==> config.mk <==
export PLATFORM = sky130hd
export DESIGN_NAME = ctp_regs
export DESIGN_NICKNAME = d
export VERILOG_FILES = /design/src/rtl/ctp_pkg.sv /design/src/rtl/ctp_regs.sv
export SDC_FILE = /design/constraint.sdc
export NUM_CORES = 1
export LEC_CHECK = 0
export BUFFER_PORTS_ARGS = -buffer_cell sky130_fd_sc_hd__buf_2
export CAP_MARGIN = 20
export CELL_PAD_IN_SITES_DETAIL_PLACEMENT = 1
export CELL_PAD_IN_SITES_GLOBAL_PLACEMENT = 1
export CORE_ASPECT_RATIO = 1.2
export CORE_MARGIN = 4
export CORE_UTILIZATION = 41
export DETAILED_ROUTE_END_ITERATION = 6
export PLACE_DENSITY_LB_ADDON = 0.1
export SLEW_MARGIN = 15
export SYNTH_ARGS = -nofsm -noshare
export SYNTH_HDL_FRONTEND = slang
export SYNTH_SLANG_ARGS = --single-unit
export TNS_END_PERCENT = 50
==> constraint.sdc <==
create_clock -name i_clock -period 2.2 [get_ports i_clock]
set_clock_uncertainty 0.05 [all_clocks]
set_input_delay 0.44 -clock i_clock [delete_from_list [all_inputs] [get_ports i_clock]]
set_output_delay 0.44 -clock i_clock [all_outputs]
set_load 0.01 [all_outputs]
==> src/rtl/ctp_pkg.sv <==
// Package for the core timer and power control register group.
// Assumes a single 25 MHz system clock and a byte-wide register port.
`default_nettype none
package ctp_pkg;
    // ==========================================
    // Register offsets
    localparam logic [7:0] ADDR_SCRATCH = 8'h80;
    localparam logic [7:0] ADDR_SP = 8'h81;
    localparam logic [7:0] ADDR_DPL = 8'h82;
    localparam logic [7:0] ADDR_DPH = 8'h83;
    localparam logic [7:0] ADDR_POWER_CONTROL = 8'h87;
    localparam logic [7:0] ADDR_TIMER_INTERRUPT_CONTROL = 8'h88;
    localparam logic [7:0] ADDR_IRQ_STAT = 8'hc0;
    localparam logic [7:0] ADDR_IRQ_EN = 8'hc1;
    localparam logic [7:0] ADDR_IRQ_CLR = 8'hc2;
    // ==========================================
    // Reset values
    localparam logic [7:0] RST_SCRATCH = 8'h00;
    localparam logic [7:0] RST_SP = 8'h07;
    localparam logic [7:0] RST_DP = 8'h00;
    localparam logic [7:0] RST_BYTE = 8'h00;
    // ==========================================
    // Power control fields
    localparam int PC_BAUD = 7;
    localparam int PC_FLAG_A = 3;
    localparam int PC_FLAG_B = 2;
    localparam int PC_PD = 1;
    localparam int PC_IDL = 0;
    localparam logic [7:0] PC_MASK = 8'h8f;
    // ==========================================
    // Timer/interrupt control fields
    localparam int TC_TF1 = 7;
    localparam int TC_TR1 = 6;
    localparam int TC_TF0 = 5;
    localparam int TC_TR0 = 4;
    localparam int TC_IE1 = 3;
    localparam int TC_IT1 = 2;
    localparam int TC_IE0 = 1;
    localparam int TC_IT0 = 0;
    // ==========================================
    // Event status bits: 0 tmr0 ovf, 1 tmr1 ovf, 2 ext0, 3 ext1
    localparam int NUM_EV = 4;
    typedef struct packed {
        logic [7:0] addr;
        logic [7:0] wdata;
        logic wr;
        logic rd;
    } ctp_bus_s;
    typedef struct packed {
        logic tmr1;
        logic tmr0;
        logic ext1;
        logic ext0;
    } ctp_ack_s;
endpackage
`default_nettype wire

==> src/rtl/ctp_regs.sv <==
// Core timer and power control register group.
// Assumes the core strobes one register access per cycle and pulses the
// vector acknowledges; the ext pins are asynchronous and are synchronised here.
// Notes on behaviour
// - Scratch byte at 80h is plain read/write storage, resets zero.
// - Data pointer low and high bytes at 82h/83h, read/write, reset zero.
// - Power control bit 7 doubles first serial port baud; resets zero.
// - Power control bits 3 and 2 are spare flags, no hardware effect.
// - Writing one to powerdown request bit enters stop mode; resets zero.
// - Writing one to idle request bit enters idle mode unless the powerdown bit is also set; resets zero.
// - Timer1 overflow flag set on overflow, cleared on vector acknowledge.
// - Timer1 run bit enables timer1 counting; resets zero.
// - Timer0 overflow flag set on overflow, cleared on vector acknowledge.
// - Timer0 run bit enables timer0 counting; resets zero.
// - Ext1 edge flag set on ext1 falling edge, cleared on vector.
// - Ext1 trigger select: zero low level, one falling edge.
// - Ext0 edge flag set on ext0 falling edge, cleared on vector.
// - Ext0 trigger select: zero low level, one falling edge.
// - With pin gating, timer counts only while run bit and pin high.
`default_nettype none
module ctp_regs (
    // Clock and reset
    input wire logic i_clock,
    input wire logic i_rst,
    // Register port
    input wire logic [7:0] i_addr,
    input wire logic [7:0] i_wdata,
    input wire logic i_wr,
    input wire logic i_rd,
    output logic [7:0] o_rdata,
    // Timer events and gating options
    input wire logic i_timer0_overflow,
    input wire logic i_timer1_overflow,
    input wire logic i_timer0_pin_gating,
    input wire logic i_timer1_pin_gating,
    // Vector acknowledges from the core
    input wire logic i_ack_timer0,
    input wire logic i_ack_timer1,
    input wire logic i_ack_ext0,
    input wire logic i_ack_ext1,
    // External interrupt pins
    input wire logic i_ext0_pin,
    input wire logic i_ext1_pin,
    // Core-facing state
    output logic [7:0] o_stack_pointer,
    output logic [15:0] o_data_pointer,
    output logic o_baud_doubler,
    output logic o_stop_mode,
    output logic o_idle_mode,
    output logic o_timer0_count_en,
    output logic o_timer1_count_en,
    output logic o_ext0_request,
    output logic o_ext1_request,
    output logic o_timer0_request,
    output logic o_timer1_request,
    // Interrupt
    output logic o_irq
);
    // ==========================================
    // Bus decode
    // Bundles keep the port and the acknowledges together as one carrier
    ctp_pkg::ctp_bus_s bus;
    ctp_pkg::ctp_ack_s ack;
    assign bus = '{addr: i_addr, wdata: i_wdata, wr: i_wr, rd: i_rd};
    assign ack = '{tmr1: i_ack_timer1, tmr0: i_ack_timer0,
                   ext1: i_ack_ext1, ext0: i_ack_ext0};

    function automatic logic wr_hit(input ctp_pkg::ctp_bus_s b, input logic [7:0] a);
        wr_hit = b.wr && (b.addr == a);
    endfunction

    logic [7:0] scratch_q, sp_q, dpl_q, dph_q, power_control_q, timer_interrupt_control_q;
    logic [ctp_pkg::NUM_EV-1:0] stat_q, en_q;
    logic [7:0] rdata_q;

    // ==========================================
    // Pin synchronisers
    // Flops reset high, the idle level of the pins, so leaving reset
    // shows no false falling edge.
    logic [1:0] pin_raw;
    wire [1:0] pin_lvl;
    wire [1:0] pin_fall;
    assign pin_raw = {i_ext1_pin, i_ext0_pin};
    genvar p;
    generate
        for (p = 0; p < 2; p++) begin : g_pin
            logic [1:0] sync_q;
            logic prev_q;
            always_ff @(posedge i_clock) begin
                if (i_rst) begin
                    sync_q <= 2'h3;
                    prev_q <= 1'b1;
                end else begin
                    sync_q <= {sync_q[0], pin_raw[p]};
                    prev_q <= sync_q[1];
                end
            end
            assign pin_lvl[p] = sync_q[1];
            assign pin_fall[p] = prev_q && !sync_q[1];
        end
    endgenerate

    logic ext0_lvl, ext1_lvl;
    logic ext0_fall, ext1_fall;
    assign ext0_lvl = pin_lvl[0];
    assign ext1_lvl = pin_lvl[1];
    assign ext0_fall = pin_fall[0];
    assign ext1_fall = pin_fall[1];

    // ==========================================
    // Plain storage bytes
    always_ff @(posedge i_clock) begin
        if (i_rst) begin
            scratch_q <= ctp_pkg::RST_SCRATCH;
        end else if (wr_hit(bus, ctp_pkg::ADDR_SCRATCH)) begin
            scratch_q <= bus.wdata;
        end
    end

    always_ff @(posedge i_clock) begin
        if (i_rst) begin
            sp_q <= ctp_pkg::RST_SP;
        end else if (wr_hit(bus, ctp_pkg::ADDR_SP)) begin
            sp_q <= bus.wdata;
        end
    end

    always_ff @(posedge i_clock) begin
        if (i_rst) begin
            dpl_q <= ctp_pkg::RST_DP;
            dph_q <= ctp_pkg::RST_DP;
        end else begin
            if (wr_hit(bus, ctp_pkg::ADDR_DPL)) begin
                dpl_q <= bus.wdata;
            end
            if (wr_hit(bus, ctp_pkg::ADDR_DPH)) begin
                dph_q <= bus.wdata;
            end
        end
    end

    // ==========================================
    // Power control
    // Stop and idle requests stay set until software or the wake logic
    // rewrites them; wake-up lives outside this block.
    logic pc_wr;
    logic [7:0] power_control_d;
    assign pc_wr = wr_hit(bus, ctp_pkg::ADDR_POWER_CONTROL);
    always_comb begin
        power_control_d = power_control_q;
        if (pc_wr) begin
            power_control_d = bus.wdata & ctp_pkg::PC_MASK;
        end
    end
    always_ff @(posedge i_clock) begin
        if (i_rst) begin
            power_control_q <= ctp_pkg::RST_BYTE;
        end else begin
            power_control_q <= power_control_d;
        end
    end

    assign o_baud_doubler = power_control_q[ctp_pkg::PC_BAUD];

    // ==========================================
    // Power mode
    // Mode moves on the same edge as the request bits, so the two never
    // disagree; stop wins when both requests are written together.
    // One-hot codes written out; no other value is reachable.
    typedef enum logic [2:0] {
        PM_RUN = 3'b001,
        PM_IDLE = 3'b010,
        PM_STOP = 3'b100
    } ctp_pmode_e;
    ctp_pmode_e pmode_q;
    ctp_pmode_e pmode_d;
    logic stop_mode;
    logic idle_mode;

    function automatic ctp_pmode_e pmode_of(input logic [7:0] pc);
        if (pc[ctp_pkg::PC_PD]) begin
            pmode_of = PM_STOP;
        end else if (pc[ctp_pkg::PC_IDL]) begin
            pmode_of = PM_IDLE;
        end else begin
            pmode_of = PM_RUN;
        end
    endfunction

    always_comb begin
        pmode_d = pmode_q;
        if (pc_wr) begin
            pmode_d = pmode_of(power_control_d);
        end
    end
    always_ff @(posedge i_clock) begin
        if (i_rst) begin
            pmode_q <= PM_RUN;
        end else begin
            pmode_q <= pmode_d;
        end
    end

    // Unknown codes decode as stop: a corrupted mode must not let the core run
    always_comb begin
        stop_mode = 1'b0;
        idle_mode = 1'b0;
        case (pmode_q)
            PM_RUN: begin
                stop_mode = 1'b0;
            end
            PM_IDLE: begin
                idle_mode = 1'b1;
            end
            PM_STOP: begin
                stop_mode = 1'b1;
            end
            default: begin
                stop_mode = 1'b1;
            end
        endcase
    end
    assign o_stop_mode = stop_mode;
    assign o_idle_mode = idle_mode;

    // ==========================================
    // Timer/interrupt control
    logic tc_wr;
    logic [7:0] timer_interrupt_control_d;
    assign tc_wr = wr_hit(bus, ctp_pkg::ADDR_TIMER_INTERRUPT_CONTROL);
    always_comb begin
        timer_interrupt_control_d = tc_wr ? bus.wdata : timer_interrupt_control_q;
        // Hardware set beats both software clear and vector clear
        if (ack.tmr1) begin
            timer_interrupt_control_d[ctp_pkg::TC_TF1] = 1'b0;
        end
        if (i_timer1_overflow) begin
            timer_interrupt_control_d[ctp_pkg::TC_TF1] = 1'b1;
        end
        if (ack.tmr0) begin
            timer_interrupt_control_d[ctp_pkg::TC_TF0] = 1'b0;
        end
        if (i_timer0_overflow) begin
            timer_interrupt_control_d[ctp_pkg::TC_TF0] = 1'b1;
        end
        if (ack.ext1) begin
            timer_interrupt_control_d[ctp_pkg::TC_IE1] = 1'b0;
        end
        if (timer_interrupt_control_q[ctp_pkg::TC_IT1] && ext1_fall) begin
            timer_interrupt_control_d[ctp_pkg::TC_IE1] = 1'b1;
        end
        if (ack.ext0) begin
            timer_interrupt_control_d[ctp_pkg::TC_IE0] = 1'b0;
        end
        if (timer_interrupt_control_q[ctp_pkg::TC_IT0] && ext0_fall) begin
            timer_interrupt_control_d[ctp_pkg::TC_IE0] = 1'b1;
        end
    end
    always_ff @(posedge i_clock) begin
        if (i_rst) begin
            timer_interrupt_control_q <= ctp_pkg::RST_BYTE;
        end else begin
            timer_interrupt_control_q <= timer_interrupt_control_d;
        end
    end

    // Edge flag only counts in edge mode; level mode follows the pin
    assign o_ext1_request = timer_interrupt_control_q[ctp_pkg::TC_IT1] ? timer_interrupt_control_q[ctp_pkg::TC_IE1]
                                                    : !ext1_lvl;
    assign o_ext0_request = timer_interrupt_control_q[ctp_pkg::TC_IT0] ? timer_interrupt_control_q[ctp_pkg::TC_IE0]
                                                    : !ext0_lvl;
    // Timer requests are the overflow flags themselves
    assign o_timer1_request = timer_interrupt_control_q[ctp_pkg::TC_TF1];
    assign o_timer0_request = timer_interrupt_control_q[ctp_pkg::TC_TF0];

    // Gating sees the synchronised pin, two cycles behind the pin itself
    assign o_timer1_count_en = timer_interrupt_control_q[ctp_pkg::TC_TR1]
                               && (!i_timer1_pin_gating || ext1_lvl);
    assign o_timer0_count_en = timer_interrupt_control_q[ctp_pkg::TC_TR0]
                               && (!i_timer0_pin_gating || ext0_lvl);

    // ==========================================
    // Interrupt status, enable and clear
    // Status bits are sticky; an event in the clear cycle keeps its bit
    logic [ctp_pkg::NUM_EV-1:0] ev;
    logic [ctp_pkg::NUM_EV-1:0] clr;
    assign ev = {timer_interrupt_control_d[ctp_pkg::TC_IE1] & ~timer_interrupt_control_q[ctp_pkg::TC_IE1],
                 timer_interrupt_control_d[ctp_pkg::TC_IE0] & ~timer_interrupt_control_q[ctp_pkg::TC_IE0],
                 i_timer1_overflow, i_timer0_overflow};
    assign clr = wr_hit(bus, ctp_pkg::ADDR_IRQ_CLR) ? bus.wdata[ctp_pkg::NUM_EV-1:0]
                                                    : '0;
    genvar g;
    generate
        for (g = 0; g < ctp_pkg::NUM_EV; g++) begin : g_stat
            always_ff @(posedge i_clock) begin
                if (i_rst) begin
                    stat_q[g] <= 1'b0;
                end else if (ev[g]) begin
                    stat_q[g] <= 1'b1;
                end else if (clr[g]) begin
                    stat_q[g] <= 1'b0;
                end
            end
        end
    endgenerate

    // Enable bits gate only the shared line, never the flags
    always_ff @(posedge i_clock) begin
        if (i_rst) begin
            en_q <= '0;
        end else if (wr_hit(bus, ctp_pkg::ADDR_IRQ_EN)) begin
            en_q <= bus.wdata[ctp_pkg::NUM_EV-1:0];
        end
    end
    assign o_irq = |(stat_q & en_q);

    // ==========================================
    // Read data, valid the cycle after the strobe
    // Unmapped offsets read as zero so stray reads are harmless
    always_ff @(posedge i_clock) begin
        if (i_rst) begin
            rdata_q <= 8'h00;
        end else if (bus.rd) begin
            case (bus.addr)
                ctp_pkg::ADDR_SCRATCH: rdata_q <= scratch_q;
                ctp_pkg::ADDR_SP: rdata_q <= sp_q;
                ctp_pkg::ADDR_DPL: rdata_q <= dpl_q;
                ctp_pkg::ADDR_DPH: rdata_q <= dph_q;
                ctp_pkg::ADDR_POWER_CONTROL: rdata_q <= power_control_q;
                ctp_pkg::ADDR_TIMER_INTERRUPT_CONTROL: rdata_q <= timer_interrupt_control_q;
                ctp_pkg::ADDR_IRQ_STAT: rdata_q <= {4'h0, stat_q};
                ctp_pkg::ADDR_IRQ_EN: rdata_q <= {4'h0, en_q};
                default: rdata_q <= 8'h00;
            endcase
        end else begin
            rdata_q <= 8'h00;
        end
    end
    assign o_rdata = rdata_q;
    assign o_stack_pointer = sp_q;
    assign o_data_pointer = {dph_q, dpl_q};
endmodule
`default_nettype wire

==> results.py, run 1 <==
metrics = {
    "power": {
        "switching_share_pct": 25.1,
        "p_comb_share_pct": 6.8,
        "p_seq_share_pct": 50.9,
        "power_frac_clock_pct": 42.3,
        "p_sw_mw": 0.632,
        "power.density_nw_per_um2": 660,
        "power_mw": 2.52,
        "max-vdd-ir-drop_v": 0.000354,
        "leakage_nw": 1.75,
        "p_int_mw": 1.89,
    },
    "worst_setup_path": {
        "cp-start-kind": "primary input",
        "cp.required_ps": 2420,
        "reg2reg_from": "o_stack_pointer[3]",
        "reg2reg_depth": 4,
        "arrival_ps": 1970,
        "worstSetupPathType": "primary input to flip-flop",
        "timing.rr.end": "o_rdata[3]",
        "critPathTopFamily": "simple AND/OR/NAND/NOR gates",
        "cp_cell_sequence": "buf_2, nor4_4, and2_2, o41ai_4, a31oi_1",
        "r2r_setup_slack_ps": 970,
        "end_kind": "flip-flop",
        "critPathBufInv": 1,
        "cp_slowest_cell": "nor4_4",
        "slowest_delay_ps": 500,
        "crit_fanout": 11,
    },
    "die": {
        "die-area_um2": 9100,
        "rows": 34,
        "pin_count": 72,
        "core_region_area_um2": 7360,
        "die_x_um": 87.8,
        "start_util_pct": 42.5,
        "die_h_um": 104,
    },
    "global_routing": {
        "grt_usage_pct": 22.7,
        "grt_pass1_vias": 2898,
        "gr-total-overflow": 0,
        "grt_max_degree": 35,
        "antenna_found_initial": 0,
        "grt_pass1_wl_um": 15700,
    },
    "layout": {
        "nets": 428,
        "fillers": 908,
        "drive_gt1_share_pct": 32.3,
        "antenna_cells": 0,
        "syn2layout_area_growth_pct": 21.8,
    },
    "detailed_routing": {
        "postRouteAntennaNets": 0,
        "route.detailed.drc": 0,
        "viasPerCell": 5.74,
        "wl_per_cell_um": 20.2,
        "totalWireLength_um": 9970,
        "drt_iter0_markers": 186,
        "drtPass1Iterations": 5,
        "vias": 2830,
    },
    "placement": {
        "hpwl_um": 7290,
        "place_congestion": 0.836,
        "io_buffer_count": 71,
    },
    "timing": {
        "relSlewSlack_pct": 60.2,
        "drv_slew": 0,
        "rsz0062_at_grt": "false",
        "fin_crit_ps": 1750,
        "max_freq_mhz": 571,
        "worst_slew_pin_slew_ps": 595,
        "tns_ps": 0,
        "timing.final.crit_share_pct": 79.5,
        "setup_viol_count_final": 0,
        "hold_viol": 0,
    },
    "synth": {
        "synth.net_count": 350,
        "asyncSetResetFlopFracSynth_pct": 0,
        "ys_ff_latch": 70,
        "synth_ff_type": "dfxtp_1",
        "synth-seq-area-share_pct": 44.8,
        "netlist_instances": 320,
        "synth_cell_types": 51,
        "syn_area_per_cell_um2": 9.78,
        "yosys_warnings": 0,
        "synth_edf_count": 0,
        "synth.cell_area_um2": 3130,
    },
    "clock_tree": {
        "htree_levels": 3,
        "clock_tree.root_cell": "clkbuf_8",
        "post_cts_resized": 0,
        "cts.sinks": 70,
        "cts-buffers-inserted": 9,
        "cts_buffer_depth": 2,
        "clock_latency_ps": 350,
        "post_cts_buffers": 0,
        "clkTransAtPathRegs_ps": 80,
        "cts_tree": "done",
        "hold_buffers": 0,
    },
    "run": {
        "maxCapViolCount": 0,
    },
    "min_path": {
        "min_to": "timer_interrupt_control_q[5]",
        "whs_path_depth": 2,
        "hold_start": "i_ack_timer0",
        "hp-class": "primary input to flip-flop",
    },
    "run_status": {
        "outcome": "complete, no violations",
    },
}
[per-stage QoR]
| stage | hold WS [ps] | instance area (um^2) | worst slack (ps) | util [%] | cells |
|---|---|---|---|---|---|
| after detailed placement | 352 | 3610 | 88.6 | 49.1 | 477 |
| after floorplan | 339 | 3130 | 426 | - | 320 |
| after global placement | 341 | 3610 | 141 | 49.1 | 477 |
| after global routing | 206 | 3810 | 361 | 51.8 | 493 |
| final | 216 | 3810 | 450 | 51.8 | 493 |
| after CTS | 201 | 3810 | 441 | 51.8 | 493 |
[area by class of cell]
type                       instances  area [um^2]  share of cell area [%]
clock inverter                     6         61.3                    1.61
sequential                        70         1400                    36.7
inverter                           4         15.0                   0.394
multi-input combinational        224         1600                    41.8
clock buffer                      10          138                    3.61
timing repair buffer              89          490                    12.9
tap                               90          113                    2.95
[cell usage in the layout, fill, tap and decap left out, types with 4 or more instances in the layout]
cell type	count
nand2_1	24
dfxtp_1	70
nand3_1	18
buf_4	18
a21oi_1	20
a222oi_1	9
buf_2	71
clkbuf_8	10
o2bb2ai_1	6
nor2_1	38
or2_2	5
mux2i_1	43
and2_1	4
nand4_1	7
[logic make-up (layout without fill, tap and decap cells)]
group	Yosys count	after routing	share of synthesized area [%]
simple gates	122	122	22.5
flops	70	70	44.8
compound gates	55	55	13.3
mux	46	46	14.8
buf+inv	26	109	4.28
xor+xnor	1	1	0.280
[routing by layer]
| layer | routed length [um] | vias to the layer above | GRT usage (%) |
|---|---|---|---|
| met5 | 0 | - | 0 |
| met4 | 194 | 0 | 8.55 |
| met3 | 608 | 14 | 4.29 |
| met2 | 4740 | 99 | 35.4 |
| met1 | 4430 | 1394 | 30.8 |
| li1 | - | 1323 | - |
[worst register-to-register path, delay by kind of cell (launching register included)]
family / cells / cell delay [ps]
compound gates: 3 / 590
mux: 1 / 130
flops: 1 / 330
[power groups by stage]
stage               registers, mW  clock network, mW  logic (mW)
floorplan                    1.31                  0      0.0870
global placement             1.31                  0       0.168
detailed placement           1.31                  0       0.170
CTS                          1.28               1.08       0.171
global route                 1.28               1.15       0.183
finish                       1.28               1.06       0.171
[state kept, by name, indices dropped and copies added, names as in the netlist]
signal                     cells
timer_interrupt_control_q      8
o_stack_pointer                8
pmode_q                        3
scratch_q                      8
en_q                           4
dpl_q                          8
g_pin.prev_q                   2
stat_q                         4
power_control_q                5
g_pin.sync_q                   4
o_rdata                        8
dph_q                          8
[synthesized netlist by cell type (2+ instances only)]
cell type	n	area, um^2
nand2_1	24	90.1
a221oi_1	2	17.5
o31ai_1	3	22.5
or2_2	5	31.3
mux2_2	3	33.8
nor3_1	2	10.0
inv_1	3	11.3
nor3b_1	2	15.0
a21boi_0	2	15.0
a22oi_1	3	22.5
nor2_1	38	143
buf_2	2	10.0
nand3_1	18	90.1
o2bb2ai_1	6	52.6
nor4b_4	2	47.6
and3_1	3	18.8
and4bb_2	2	25.0
dfxtp_1	70	1400
a222oi_1	9	90.1
a21oi_1	20	100
and2_1	4	25.0
nand4_1	7	43.8
buf_4	5	37.5
a31oi_1	2	12.5
nor2b_1	3	18.8
clkbuf_1	12	45.0
mux2i_1	43	430
buf_6	2	22.5
[how the worst max path moves through the flow]
| stage | end | cells past startpoint | slack [ps] | from |
|---|---|---|---|---|
| 3_5_place_dp | o_rdata[2] | 5 | 90 | i_addr[6] |
| 2_1_floorplan | timer_interrupt_control_q[1] | 5 | 430 | i_addr[1] |
| 6_report | o_rdata[2] | 5 | 450 | i_addr[1] |
| 3_3_place_gp | o_rdata[0] | 5 | 140 | i_addr[6] |
| 5_1_grt | o_rdata[2] | 5 | 360 | i_addr[6] |
| 4_1_cts | o_ext0_request | 2 | 440 | timer_interrupt_control_q[0] |
(Power assumes the default switching activity.)
==> inputs of run 2 (changes only) <==
- clock period: 2.2 -> 1.75 ns (I/O delays scaled with it)
==> results.py, run 2 (synthesis gave the netlist of run 1 again) <==
metrics = {
    "power": {
        "p_sw_mw": 0.780,
        "leakage_nw": 1.88,
        "power.density_nw_per_um2": 831,
        "p_comb_share_pct": 7.3,
        "power_frac_clock_pct": 44.8,
        "p_seq_share_pct": 48.0,
        "max-vdd-ir-drop_v": 0.000680,
        "p_int_mw": 2.58,
        "switching_share_pct": 23.2,
    },
    "detailed_routing": {
        "route.detailed.drc": 0,
        "postRouteAntennaNets": 0,
        "wl_per_cell_um": 20.2,
        "viasPerCell": 5.60,
        "vias": 2875,
        "totalWireLength_um": 10400,
        "drtPass1Iterations": 4,
        "drt_iter0_markers": 151,
    },
    "worst_setup_path": {
        "end_kind": "output port",
        "arrival_ps": 1230,
        "worstSetupPathType": "flip-flop to output port",
        "cp-start-kind": "flip-flop",
        "crit_fanout": 4,
        "cp.required_ps": 1350,
    },
    "global_routing": {
        "grt_pass1_wl_um": 16500,
        "grt_pass1_vias": 3088,
        "grt_max_degree": 25,
        "gr-total-overflow": 0,
        "grt_usage_pct": 23.5,
        "antenna_found_initial": 0,
    },
    "clock_tree": {
        "post_cts_resized": 0,
        "hold_buffers": 0,
        "post_cts_buffers": 0,
        "cts.sinks": 70,
        "clock_latency_ps": 340,
        "clock_tree.root_cell": "clkbuf_8",
        "cts_buffer_depth": 2,
        "cts_tree": "done",
        "cts-buffers-inserted": 9,
        "htree_levels": 3,
        "clkTransAtPathRegs_ps": 80,
    },
    "layout": {
        "mostFrequentLayoutCell": "buf_2",
        "fillers": 852,
        "syn2layout_area_growth_pct": 29.3,
        "antenna_cells": 0,
        "layout_common_cells": "71 x buf_2, 70 x dfxtp_1, 43 x mux2i_1",
        "fin_util_pct": 55.0,
        "drive_gt1_share_pct": 35.5,
        "nets": 448,
    },
    "timing": {
        "fin_crit_ps": 1630,
        "max_freq_mhz": 613,
        "hold_viol": 0,
        "worst_slew_pin_slew_ps": 371,
        "tns_ps": 0,
        "timing.final.crit_share_pct": 93.2,
        "setup_viol_count_final": 0,
        "rsz0062_at_grt": "false",
        "relSlewSlack_pct": 75.3,
        "drv_slew": 0,
    },
    "min_path": {
        "hp-class": "primary input to flip-flop",
    },
    "die": {
        "die-area_um2": 9100,
        "die_x_um": 87.8,
        "rows": 34,
        "die_h_um": 104,
        "pin_count": 72,
        "core_region_area_um2": 7360,
        "start_util_pct": 42.5,
    },
    "placement": {
        "io_buffer_count": 71,
        "place_congestion": 0.974,
        "hpwl_um": 7670,
    },
    "run": {
        "maxCapViolCount": 0,
    },
    "run_status": {
        "outcome": "complete, no violations",
    },
}
-- run 2: changes by cell type in the layout (fill, tap and decap cells not counted) --
cell,previous run,this run
buf_4,18,34
buf_12,0,4
clkinv_2,3,1
bufinv_16,1,2
clkbuf_8,10,11
-- run 2: final timing paths --
path,slack [ps],start,cells past startpoint,end
max,120,timer_interrupt_control_q[2],2,o_ext1_request
max reg2reg,490,o_stack_pointer[3],4,o_rdata[3]
min reg2reg,370,g_pin[0].sync_q[0],1,g_pin[0].sync_q[1]
min,140,i_ack_timer0,2,timer_interrupt_control_q[5]
-- run 2: final cells by class --
cell class                      instances  area, um^2  share of cell area, %
Clock inverter                          5        81.3                   2.01
Sequential cell                        70        1400                   34.6
Inverter                                4        15.0                  0.371
Clock buffer                           11         151                   3.74
Tap cell                               90         113                   2.78
Multi-Input combinational cell        224        1600                   39.4
Timing Repair Buffer                  109         691                   17.1
-- run 2: power by group through the flow --
stage / combinational (mW) / clock, mW / sequential [mW]
3_3_place_gp: 0.239 / 0 / 1.65
2_1_floorplan: 0.109 / 0 / 1.65
3_5_place_dp: 0.243 / 0 / 1.65
5_1_grt: 0.263 / 1.60 / 1.61
6_report: 0.245 / 1.51 / 1.61
4_1_cts: 0.245 / 1.53 / 1.61
-- run 2: metal layers --
layer  GRT usage, %  part of all wire [%]  vias up
li1               -                     -     1367
met1           31.1                    45     1426
met2           39.7                    49       72
met3           3.65                   4.0       10
met4           5.26                   1.5        0
met5              0                     0        -
-- run 2: worst max-delay path, cell delays in order (launching register included) --
cell and delay (ps):
dfxtp_1 410, mux2_2 350, buf_2 140
-- run 2: per-stage QoR --
stage | instance area, um^2 | instances | power, mW | hold slack (ps) | worst slack [ps]
global placement | 3810 | 497 | 1.89 | 343 | -99.8
detailed placement | 3810 | 497 | 1.89 | 353 | -128
finish | 4050 | 513 | 3.36 | 139 | 119
floorplan | 3130 | 320 | 1.76 | 339 | 66.4
global route | 4050 | 513 | 3.48 | 130 | 81.6
CTS | 4050 | 513 | 3.39 | 128 | 106
